`config.mk`:
```
export PLATFORM = sky130hd
export DESIGN_NAME = tcs_regs
export DESIGN_NICKNAME = d
export VERILOG_FILES = /design/src/core/tcs_regs.v
export VERILOG_INCLUDE_DIRS = /design/src /design/src/core
export SDC_FILE = /design/constraint.sdc
export NUM_CORES = 1
export LEC_CHECK = 0
export BUFFER_PORTS_ARGS = -buffer_cell sky130_fd_sc_hd__buf_4
export CORE_ASPECT_RATIO = 1.25
export CORE_MARGIN = 8
export CORE_UTILIZATION = 54
export CTS_CLUSTER_DIAMETER = 30
export CTS_CLUSTER_SIZE = 40
export DETAILED_ROUTE_END_ITERATION = 10
export GPL_ROUTABILITY_DRIVEN = 0
export HOLD_SLACK_MARGIN = 0.05
export PLACE_DENSITY = 0.82
export SETUP_SLACK_MARGIN = 0.4
export SLEW_MARGIN = 20
export SYNTH_ARGS = -nofsm -noshare
export SYNTH_HDL_FRONTEND = slang
export SYNTH_SLANG_ARGS = --single-unit
```
`constraint.sdc`:
```
create_clock -name clock -period 3.8 [get_ports clock]
set_input_delay 0.57 -clock clock [delete_from_list [all_inputs] [get_ports clock]]
set_output_delay 0.57 -clock clock [all_outputs]
set_load 0.02 [all_outputs]
```
`src/core/tcs_consts.vh`:
```
`ifndef TCS_CONSTS_VH
`define TCS_CONSTS_VH

// register indices on the avalon bus (byte address is register index times four)
`define TCS_IDX_CTRL       16'h2000
`define TCS_IDX_STATUS     16'h2002
`define TCS_IDX_BASE_A     16'h2010
`define TCS_IDX_FEND_A     16'h2012
`define TCS_IDX_RATIO_A    16'h2014
`define TCS_IDX_BASE_B     16'h2020
`define TCS_IDX_FEND_B     16'h2022
`define TCS_IDX_RATIO_B    16'h2024
`define TCS_IDX_BASE_C     16'h2030
`define TCS_IDX_FEND_C     16'h2032
`define TCS_IDX_RATIO_C    16'h2034
`define TCS_IDX_EVENTS     16'h2060
`define TCS_AW             18

// status register fields
`define TCS_ST_OVR         5
`define TCS_ST_ERR         6
`define TCS_ST_SERV        15

// control register fields
`define TCS_CT_RUN_A       0
`define TCS_CT_RUN_B       1
`define TCS_CT_RUN_C       2
`define TCS_CT_OVR_IE      5
`define TCS_CT_ERR_IE      6
`define TCS_CT_MASK        16'h0067

// base register fields
`define TCS_BASE_MSB       11
`define TCS_ENT_MSB        15
`define TCS_ENT_LSB        12
`define TCS_ENT_8          4'h0
`define TCS_ENT_16         4'h1
`define TCS_ENT_32         4'h2
`define TCS_LOW_ZERO       9'h000

// ratio register fields
`define TCS_RT_MASK        16'h000f
`define TCS_RT_SINGLE      3
`define TCS_INIT_MSB       7
`define TCS_INIT_LSB       6
`define TCS_FRAMES_SINGLE  3'h1
`define TCS_FRAMES_MULTI   3'h4

// event register fields (write-one pulses)
`define TCS_EV_ERR         0
`define TCS_EV_OVR         1

`define TCS_ZERO16         16'h0000

`endif

```
`src/core/tcs_regs.v`:
```
`timescale 1ns/1ns
`include "tcs_consts.vh"

// Functional notes
// RQ1: overload error sets sticky status bit six
// RQ2: write one clears overload flag
// RQ3: host stops, rebalances, reinitialises after overload
// RQ4: service flag follows overrun or overload
// RQ5: status bits fourteen to seven read zero
// RQ6: base field gives address bits twenty:nine
// RQ7: entries code selects eight, sixteen, thirty-two
// RQ8: host keeps config stable while enabled
// RQ9: short end frame bounds short turn
// RQ10: long end frame bounds long turn
// RQ11: ratio gives long turns per short
// RQ12: host programs ratio zero, one, three, seven
// RQ13: single bit picks one or four frames
// RQ14: host clears single bit at full load
// RQ15: host writes zero to reserved ratio bits
// RQ16: host writes packet init codes per scheduler
// RQ17: separate end-frame and ratio registers per scheduler
// RQ18: overload with enable raises global service
// RQ19: scheduler runs only while enable set
// RQ20: overrun latches when write meets read pointer
// RQ21: service flag falls when both cleared
module tcs_regs (
  // clock and reset
  input  wire        clock,
  input  wire        reset_n,
  // avalon-mm slave
  input  wire [17:0] avs_address,
  input  wire        avs_read,
  input  wire        avs_write,
  input  wire [31:0] avs_writedata,
  input  wire [3:0]  avs_byteenable,
  output reg  [31:0] avs_readdata,
  output reg         avs_waitrequest,
  output reg  [1:0]  avs_response,
  // engine events
  input  wire        overload_evt,
  input  wire        overrun_evt,
  // scheduler controls
  output reg  [2:0]  sched_run_ff,
  output reg         global_tx_service_flag,
  output reg  [20:0] table_base_addr_a,
  output reg  [20:0] table_base_addr_b,
  output reg  [20:0] table_base_addr_c,
  output reg  [5:0]  entries_per_frame_a,
  output reg  [5:0]  entries_per_frame_b,
  output reg  [5:0]  entries_per_frame_c,
  output reg  [47:0] end_frames_ff,
  output reg  [8:0]  long_per_short_ff,
  output reg  [8:0]  frames_per_pass_ff,
  output reg  [5:0]  packet_mode_init_code
);

  // register storage
  reg  [15:0] ctrl_ff;
  reg         err_ff;
  reg         ovr_ff;
  reg  [15:0] base_ff [0:2];
  reg  [15:0] fend_ff [0:2];
  reg  [15:0] ratio_ff [0:2];
  reg  [1:0]  init_ff [0:2];
  reg         ack_ff;
  reg  [15:0] nxt_rdata;
  reg         nxt_hit;
  integer     i;

  wire [15:0] wdata = avs_writedata[15:0];
  wire        lane0 = avs_byteenable[0];
  wire        lane1 = avs_byteenable[1];
  // a write lands only at the edge where the master sees waitrequest low
  wire        wr_go = avs_write & ~avs_waitrequest;
  wire [15:0] wmask = {{8{lane1}}, {8{lane0}}};
  wire [15:0] reg_idx = avs_address[17:2];
  wire [15:0] status_word = {ovr_ff | err_ff, 8'h00, err_ff, ovr_ff, 5'h00};  // [RQ4] [RQ5]

  // entries per frame from the code, reserved codes map to zero
  function [5:0] ent_count;
    input [3:0] code;
    begin
      case (code)
        `TCS_ENT_8:  ent_count = 6'h08;   // [RQ7]
        `TCS_ENT_16: ent_count = 6'h10;
        `TCS_ENT_32: ent_count = 6'h20;
        default:     ent_count = 6'h00;
      endcase
    end
  endfunction

  // base field to 21-bit memory address, low bits forced zero
  function [20:0] base_addr;
    input [15:0] r;
    begin
      base_addr = {r[`TCS_BASE_MSB:0], `TCS_LOW_ZERO};  // [RQ6]
    end
  endfunction

  // frames assembled per pass from a ratio register
  function [2:0] frames_of;
    input [15:0] r;
    begin
      frames_of = r[`TCS_RT_SINGLE] ? `TCS_FRAMES_SINGLE : `TCS_FRAMES_MULTI;  // [RQ13]
    end
  endfunction

  // which scheduler index, 3 for none
  function [1:0] sched_of;
    input [15:0] a;
    input [15:0] b0;
    begin
      if (a == b0)
        sched_of = 2'h0;
      else if (a == b0 + 16'h0010)
        sched_of = 2'h1;
      else if (a == b0 + 16'h0020)
        sched_of = 2'h2;
      else
        sched_of = 2'h3;
    end
  endfunction

  // read decode
  always @* begin
    nxt_rdata = `TCS_ZERO16;
    nxt_hit   = 1'b1;
    if (reg_idx == `TCS_IDX_CTRL)
      nxt_rdata = ctrl_ff;
    else if (reg_idx == `TCS_IDX_STATUS)
      nxt_rdata = status_word;
    else if (reg_idx == `TCS_IDX_EVENTS)
      nxt_rdata = `TCS_ZERO16;
    else if (sched_of(reg_idx, `TCS_IDX_BASE_A) != 2'h3)
      nxt_rdata = base_ff[sched_of(reg_idx, `TCS_IDX_BASE_A)];
    else if (sched_of(reg_idx, `TCS_IDX_FEND_A) != 2'h3)
      nxt_rdata = fend_ff[sched_of(reg_idx, `TCS_IDX_FEND_A)];  // [RQ17]
    else if (sched_of(reg_idx, `TCS_IDX_RATIO_A) != 2'h3)
      nxt_rdata = ratio_ff[sched_of(reg_idx, `TCS_IDX_RATIO_A)]; // init bits are write-only
    else
      nxt_hit = 1'b0;
  end

  // bus handshake: one wait cycle, then ack; ack blocks a repeat of the same access
  always @(posedge clock) begin
    if (!reset_n) begin
      ack_ff          <= 1'b0;
      avs_waitrequest <= 1'b1;
      avs_readdata    <= 32'h00000000;
      avs_response    <= 2'h0;
    end else begin
      ack_ff          <= (avs_read | avs_write) & ~ack_ff;
      avs_waitrequest <= ~((avs_read | avs_write) & ~ack_ff);
      avs_readdata    <= {16'h0000, nxt_rdata};
      avs_response    <= nxt_hit ? 2'h0 : 2'h2;  // slverr on unmapped
    end
  end

  // register writes and sticky flags
  always @(posedge clock) begin
    if (!reset_n) begin
      ctrl_ff <= `TCS_ZERO16;
      err_ff  <= 1'b0;
      ovr_ff  <= 1'b0;
      for (i = 0; i < 3; i = i + 1) begin
        base_ff[i]  <= `TCS_ZERO16;
        fend_ff[i]  <= `TCS_ZERO16;
        ratio_ff[i] <= `TCS_ZERO16;
        init_ff[i]  <= 2'h0;
      end
    end else begin
      // set wins over a clear in the same cycle
      if (overload_evt | (wr_go & lane0 & reg_idx == `TCS_IDX_EVENTS & wdata[`TCS_EV_ERR]))
        err_ff <= 1'b1;                                                  // [RQ1]
      else if (wr_go & lane0 & reg_idx == `TCS_IDX_STATUS & wdata[`TCS_ST_ERR])
        err_ff <= 1'b0;                                                  // [RQ2] [RQ21]
      if (overrun_evt | (wr_go & lane0 & reg_idx == `TCS_IDX_EVENTS & wdata[`TCS_EV_OVR]))
        ovr_ff <= 1'b1;                                                  // [RQ20]
      else if (wr_go & lane0 & reg_idx == `TCS_IDX_STATUS & wdata[`TCS_ST_OVR])
        ovr_ff <= 1'b0;                                                  // [RQ21]
      if (wr_go & reg_idx == `TCS_IDX_CTRL)
        ctrl_ff <= ((ctrl_ff & ~wmask) | (wdata & wmask)) & `TCS_CT_MASK;
      // configuration is taken as written; keeping it still while running is host duty [RQ8]
      if (wr_go & sched_of(reg_idx, `TCS_IDX_BASE_A) != 2'h3)
        base_ff[sched_of(reg_idx, `TCS_IDX_BASE_A)] <=
          (base_ff[sched_of(reg_idx, `TCS_IDX_BASE_A)] & ~wmask) | (wdata & wmask);
      if (wr_go & sched_of(reg_idx, `TCS_IDX_FEND_A) != 2'h3)
        fend_ff[sched_of(reg_idx, `TCS_IDX_FEND_A)] <=
          (fend_ff[sched_of(reg_idx, `TCS_IDX_FEND_A)] & ~wmask) | (wdata & wmask);
      if (wr_go & lane0 & sched_of(reg_idx, `TCS_IDX_RATIO_A) != 2'h3) begin
        ratio_ff[sched_of(reg_idx, `TCS_IDX_RATIO_A)] <= wdata & `TCS_RT_MASK;
        init_ff[sched_of(reg_idx, `TCS_IDX_RATIO_A)]  <= wdata[`TCS_INIT_MSB:`TCS_INIT_LSB];
      end
    end
  end

  // decoded scheduler settings, registered so outputs come from flops
  always @(posedge clock) begin
    if (!reset_n) begin
      sched_run_ff           <= 3'h0;
      global_tx_service_flag <= 1'b0;
      table_base_addr_a      <= 21'h000000;
      table_base_addr_b      <= 21'h000000;
      table_base_addr_c      <= 21'h000000;
      entries_per_frame_a    <= 6'h00;
      entries_per_frame_b    <= 6'h00;
      entries_per_frame_c    <= 6'h00;
      end_frames_ff          <= 48'h000000000000;
      long_per_short_ff      <= 9'h000;
      frames_per_pass_ff     <= 9'h000;
      packet_mode_init_code  <= 6'h00;
    end else begin
      sched_run_ff <= {ctrl_ff[`TCS_CT_RUN_C], ctrl_ff[`TCS_CT_RUN_B],
                       ctrl_ff[`TCS_CT_RUN_A]};                          // [RQ19]
      global_tx_service_flag <= (err_ff & ctrl_ff[`TCS_CT_ERR_IE]) |
                                (ovr_ff & ctrl_ff[`TCS_CT_OVR_IE]);      // [RQ18]
      table_base_addr_a   <= base_addr(base_ff[0]);
      table_base_addr_b   <= base_addr(base_ff[1]);
      table_base_addr_c   <= base_addr(base_ff[2]);
      entries_per_frame_a <= ent_count(base_ff[0][`TCS_ENT_MSB:`TCS_ENT_LSB]);
      entries_per_frame_b <= ent_count(base_ff[1][`TCS_ENT_MSB:`TCS_ENT_LSB]);
      entries_per_frame_c <= ent_count(base_ff[2][`TCS_ENT_MSB:`TCS_ENT_LSB]);
      // per scheduler: {long_turn_last_frame, short_turn_last_frame}
      end_frames_ff <= {fend_ff[2], fend_ff[1], fend_ff[0]};            // [RQ9] [RQ10]
      long_per_short_ff <= {ratio_ff[2][2:0], ratio_ff[1][2:0], ratio_ff[0][2:0]}; // [RQ11]
      frames_per_pass_ff <= {frames_of(ratio_ff[2]), frames_of(ratio_ff[1]),
                             frames_of(ratio_ff[0])};                    // [RQ13]
      packet_mode_init_code <= {init_ff[2], init_ff[1], init_ff[0]};
    end
  end

endmodule

```
==> metrics.cfg <==
[die]
dieHeight_um = 180
dieArea_mm2 = 0.0265
ioPinCount = 252
core.rowCount = 60
die_w_um = 147
core-area_mm2 = 0.0213
initial_core_util_pct = 54.4

[setup_path]
required_ns = 3.99
critPathMaxStageDelay_ns = 0.81
crit_fanout = 8
crit_path_end_kind = register
rr_startpoint = avs_waitrequest
critical_path.top_delay_family = simple AND/OR/NAND/NOR gates
arrival_ns = 2.94
path_buf_inv = 1
critical_path_class = input pin to register
cp-start-kind = input pin
startpoint = avs_address[11]
cp_slowest_cell = or4b_1
rrSetupSlack_ns = 1.47
crit_chain = buf_4, or4b_1, nor2_1, nand4_1, nor3_1, nand2b_1

[sta]
drv_slew = 0
post-route-min-period_ns = 2.75
slew_headroom_pct = 45.4
fmax_mhz = 364
worstMarginPinSlew_ns = 0.817
rsz0062_at_grt = false
finClkSkew_ns = 0.0125
setup_viol = 0
hold_viol = 0
min_period_over_period_pct = 72.3
tns_ns = 0

[synth]
async_reset_ff_share_pct = 0
synthFlopType = edfxtp_1
synth.top_cell.area_share_pct = 37.8
synth_area_mm2 = 0.0116
synth_cells = 1016
yosysSeqAreaShare_pct = 62.6
yosys-top-cells-area = edfxtp_1 (38%), dfxtp_1 (25%), and2_1 (6.4%)
yosysTopAreaCell = edfxtp_1
synth-seq-cells = 290
synth.lib_cells_used.distinct = 69
yosys_warnings = 0
avgSynthCellArea_um2 = 11.4
synth_edf_count = 146

[global_route]
grt_pass1_wl_mm = 47.2
grt_max_degree = 91
grt_pass1_vias = 8768
antenna_found_initial = 1
track_usage_pct = 22.5
overflow = 0

[power_and_ir_drop]
power_density_mw_per_mm2 = 526
seqPwrFrac_pct = 45.4
intPower_mw = 5.80
power.switching_mw = 1.80
p_clk_share_pct = 48.0
total_power_mw = 7.60
p_leak_nw = 6.19
p_comb_share_pct = 6.6
ir_drop_v = 0.000382
swShare_pct = 23.7

[place]
io_buffers = 175
place_hpwl_mm = 21.6

[clock_network]
cts_resized = 0
cts_setup_buffers = 0
cts_max_level = 2
clock-sinks = 290
clk_latency_ns = 0.52
cts.clk_slew.worst_paths_ns = 0.05
cts_buffer_depth = 3
cts_hold_buf = 0
cts_buffers = 39
cts_root_buffer = clkbuf_16
tritoncts = done

[drt]
drtIter0Drc = 774
first_pass_iters = 5
vias_per_cell = 5.45
avgRoutedWirePerCell_um = 19.7
drc = 0
via_count = 8411
postRouteAntennaNets = 0
finalWirelength_mm = 30.4

[layout]
layout_commonest_cell = buf_4
final_nets = 1294
final_cell_mix = buf_4 (197), edfxtp_1 (146), dfxtp_1 (144)
drive_above_1_share_pct = 23.8
area_growth_pct = 24.4
fin_util_pct = 67.7

[status]
status = finished clean

[min_path]
hold_start = avs_read
hold_path_class = input pin to register

[run]
drv_cap = 0

[final cells by class]
cell class | count | area, um2
antenna | 1 | 2.50
clock buffer | 49 | 1130
timing repair buffer | 197 | 1480
multi-input combinational | 673 | 3880
fill | 1551 | 6880
inverter | 33 | 124
clock inverter | 22 | 214
sequential | 290 | 7270
tap | 279 | 349
[per-layer routing]
layer / share of wire (%) / track usage [%] / up-vias
li1: - / - / 3821
met1: 36 / 25.1 / 3971
met2: 50 / 38.6 / 511
met3: 9.2 / 5.73 / 108
met4: 4.7 / 12.3 / 0
met5: 0 / 0 / -
[cells by family after synthesis]
family                 synth area share [%]
buffers and inverters                  6.78
and+or+nand+nor                        20.5
DFF                                    62.6
muxes                                  2.20
AOI/OAI and AO/OA                      7.90
other                                0.0323
[sequential cells by signal (all words and copies together), names as in the netlist, named ones only]
signal and count:
base_ff 64, global_tx_service_flag 1, long_per_short_ff 9, ratio_ff 12, table_base_addr_c 12, init_ff 6, avs_readdata 16, entries_per_frame_c 3
frames_per_pass_ff 6, avs_waitrequest 1, entries_per_frame_b 3, err_ff 1, avs_response 1, table_base_addr_b 12, entries_per_frame_a 3, fend_ff 64
ack_ff 1, sched_run_ff 3, ovr_ff 1, end_frames_ff 48, table_base_addr_a 12, packet_mode_init_code 6
[stage by stage]
step,hold slack [ns],worst slack (ns),std cells,instance area [um2]
after floorplan,0.419,0.952,1103,11900
final,0.314,1.05,1544,14400
after detailed placement,0.436,0.640,1472,13100
after global routing,0.325,0.897,1544,14400
after global placement,0.434,0.678,1472,13100
after CTS,0.306,1.12,1543,14400
[synth_stat cells (all sizes together), types with 2 or more instances]
cell type and count:
edfxtp 146, nor3 40, nand2b 5, mux2 4, a22oi 22, nor4 11, o211ai 2, o21ai 11
nand3 7, and2 120, dfxtp 144, nand4 7, buf 78, a211oi 10, or3 3, o22a 2
nor2b 23, mux2i 21, or4 2, or4b 3, nor4b 10, nor3b 3, o2bb2ai 2, a21oi 34
a31oi 9, nor2 127, a21o 4, a221oi 2, o21a 4, nand2 62, a21boi 4, o22ai 3
clkbuf 29, a2bb2oi 2, inv 33, or2 4, a222oi 2, o31a 7, a22o 2
[path summary, 6_finish.rpt]
kind | depth (start not counted) | to
setup / recovery | 6 | init_ff[0][0]
hold / removal | 2 | ack_ff
setup reg to reg | 5 | base_ff[2][12]
hold reg to reg | 1 | packet_mode_init_code[4]
[power by group through the flow]
stage	registers [mW]	logic [mW]	clock network, mW
floorplan	3.55	0.298	0
global placement	3.51	0.482	0
detailed placement	3.51	0.493	0
CTS	3.45	0.498	3.67
global route	3.46	0.539	3.82
finish	3.45	0.502	3.64
(Power assumes the default switching activity.)
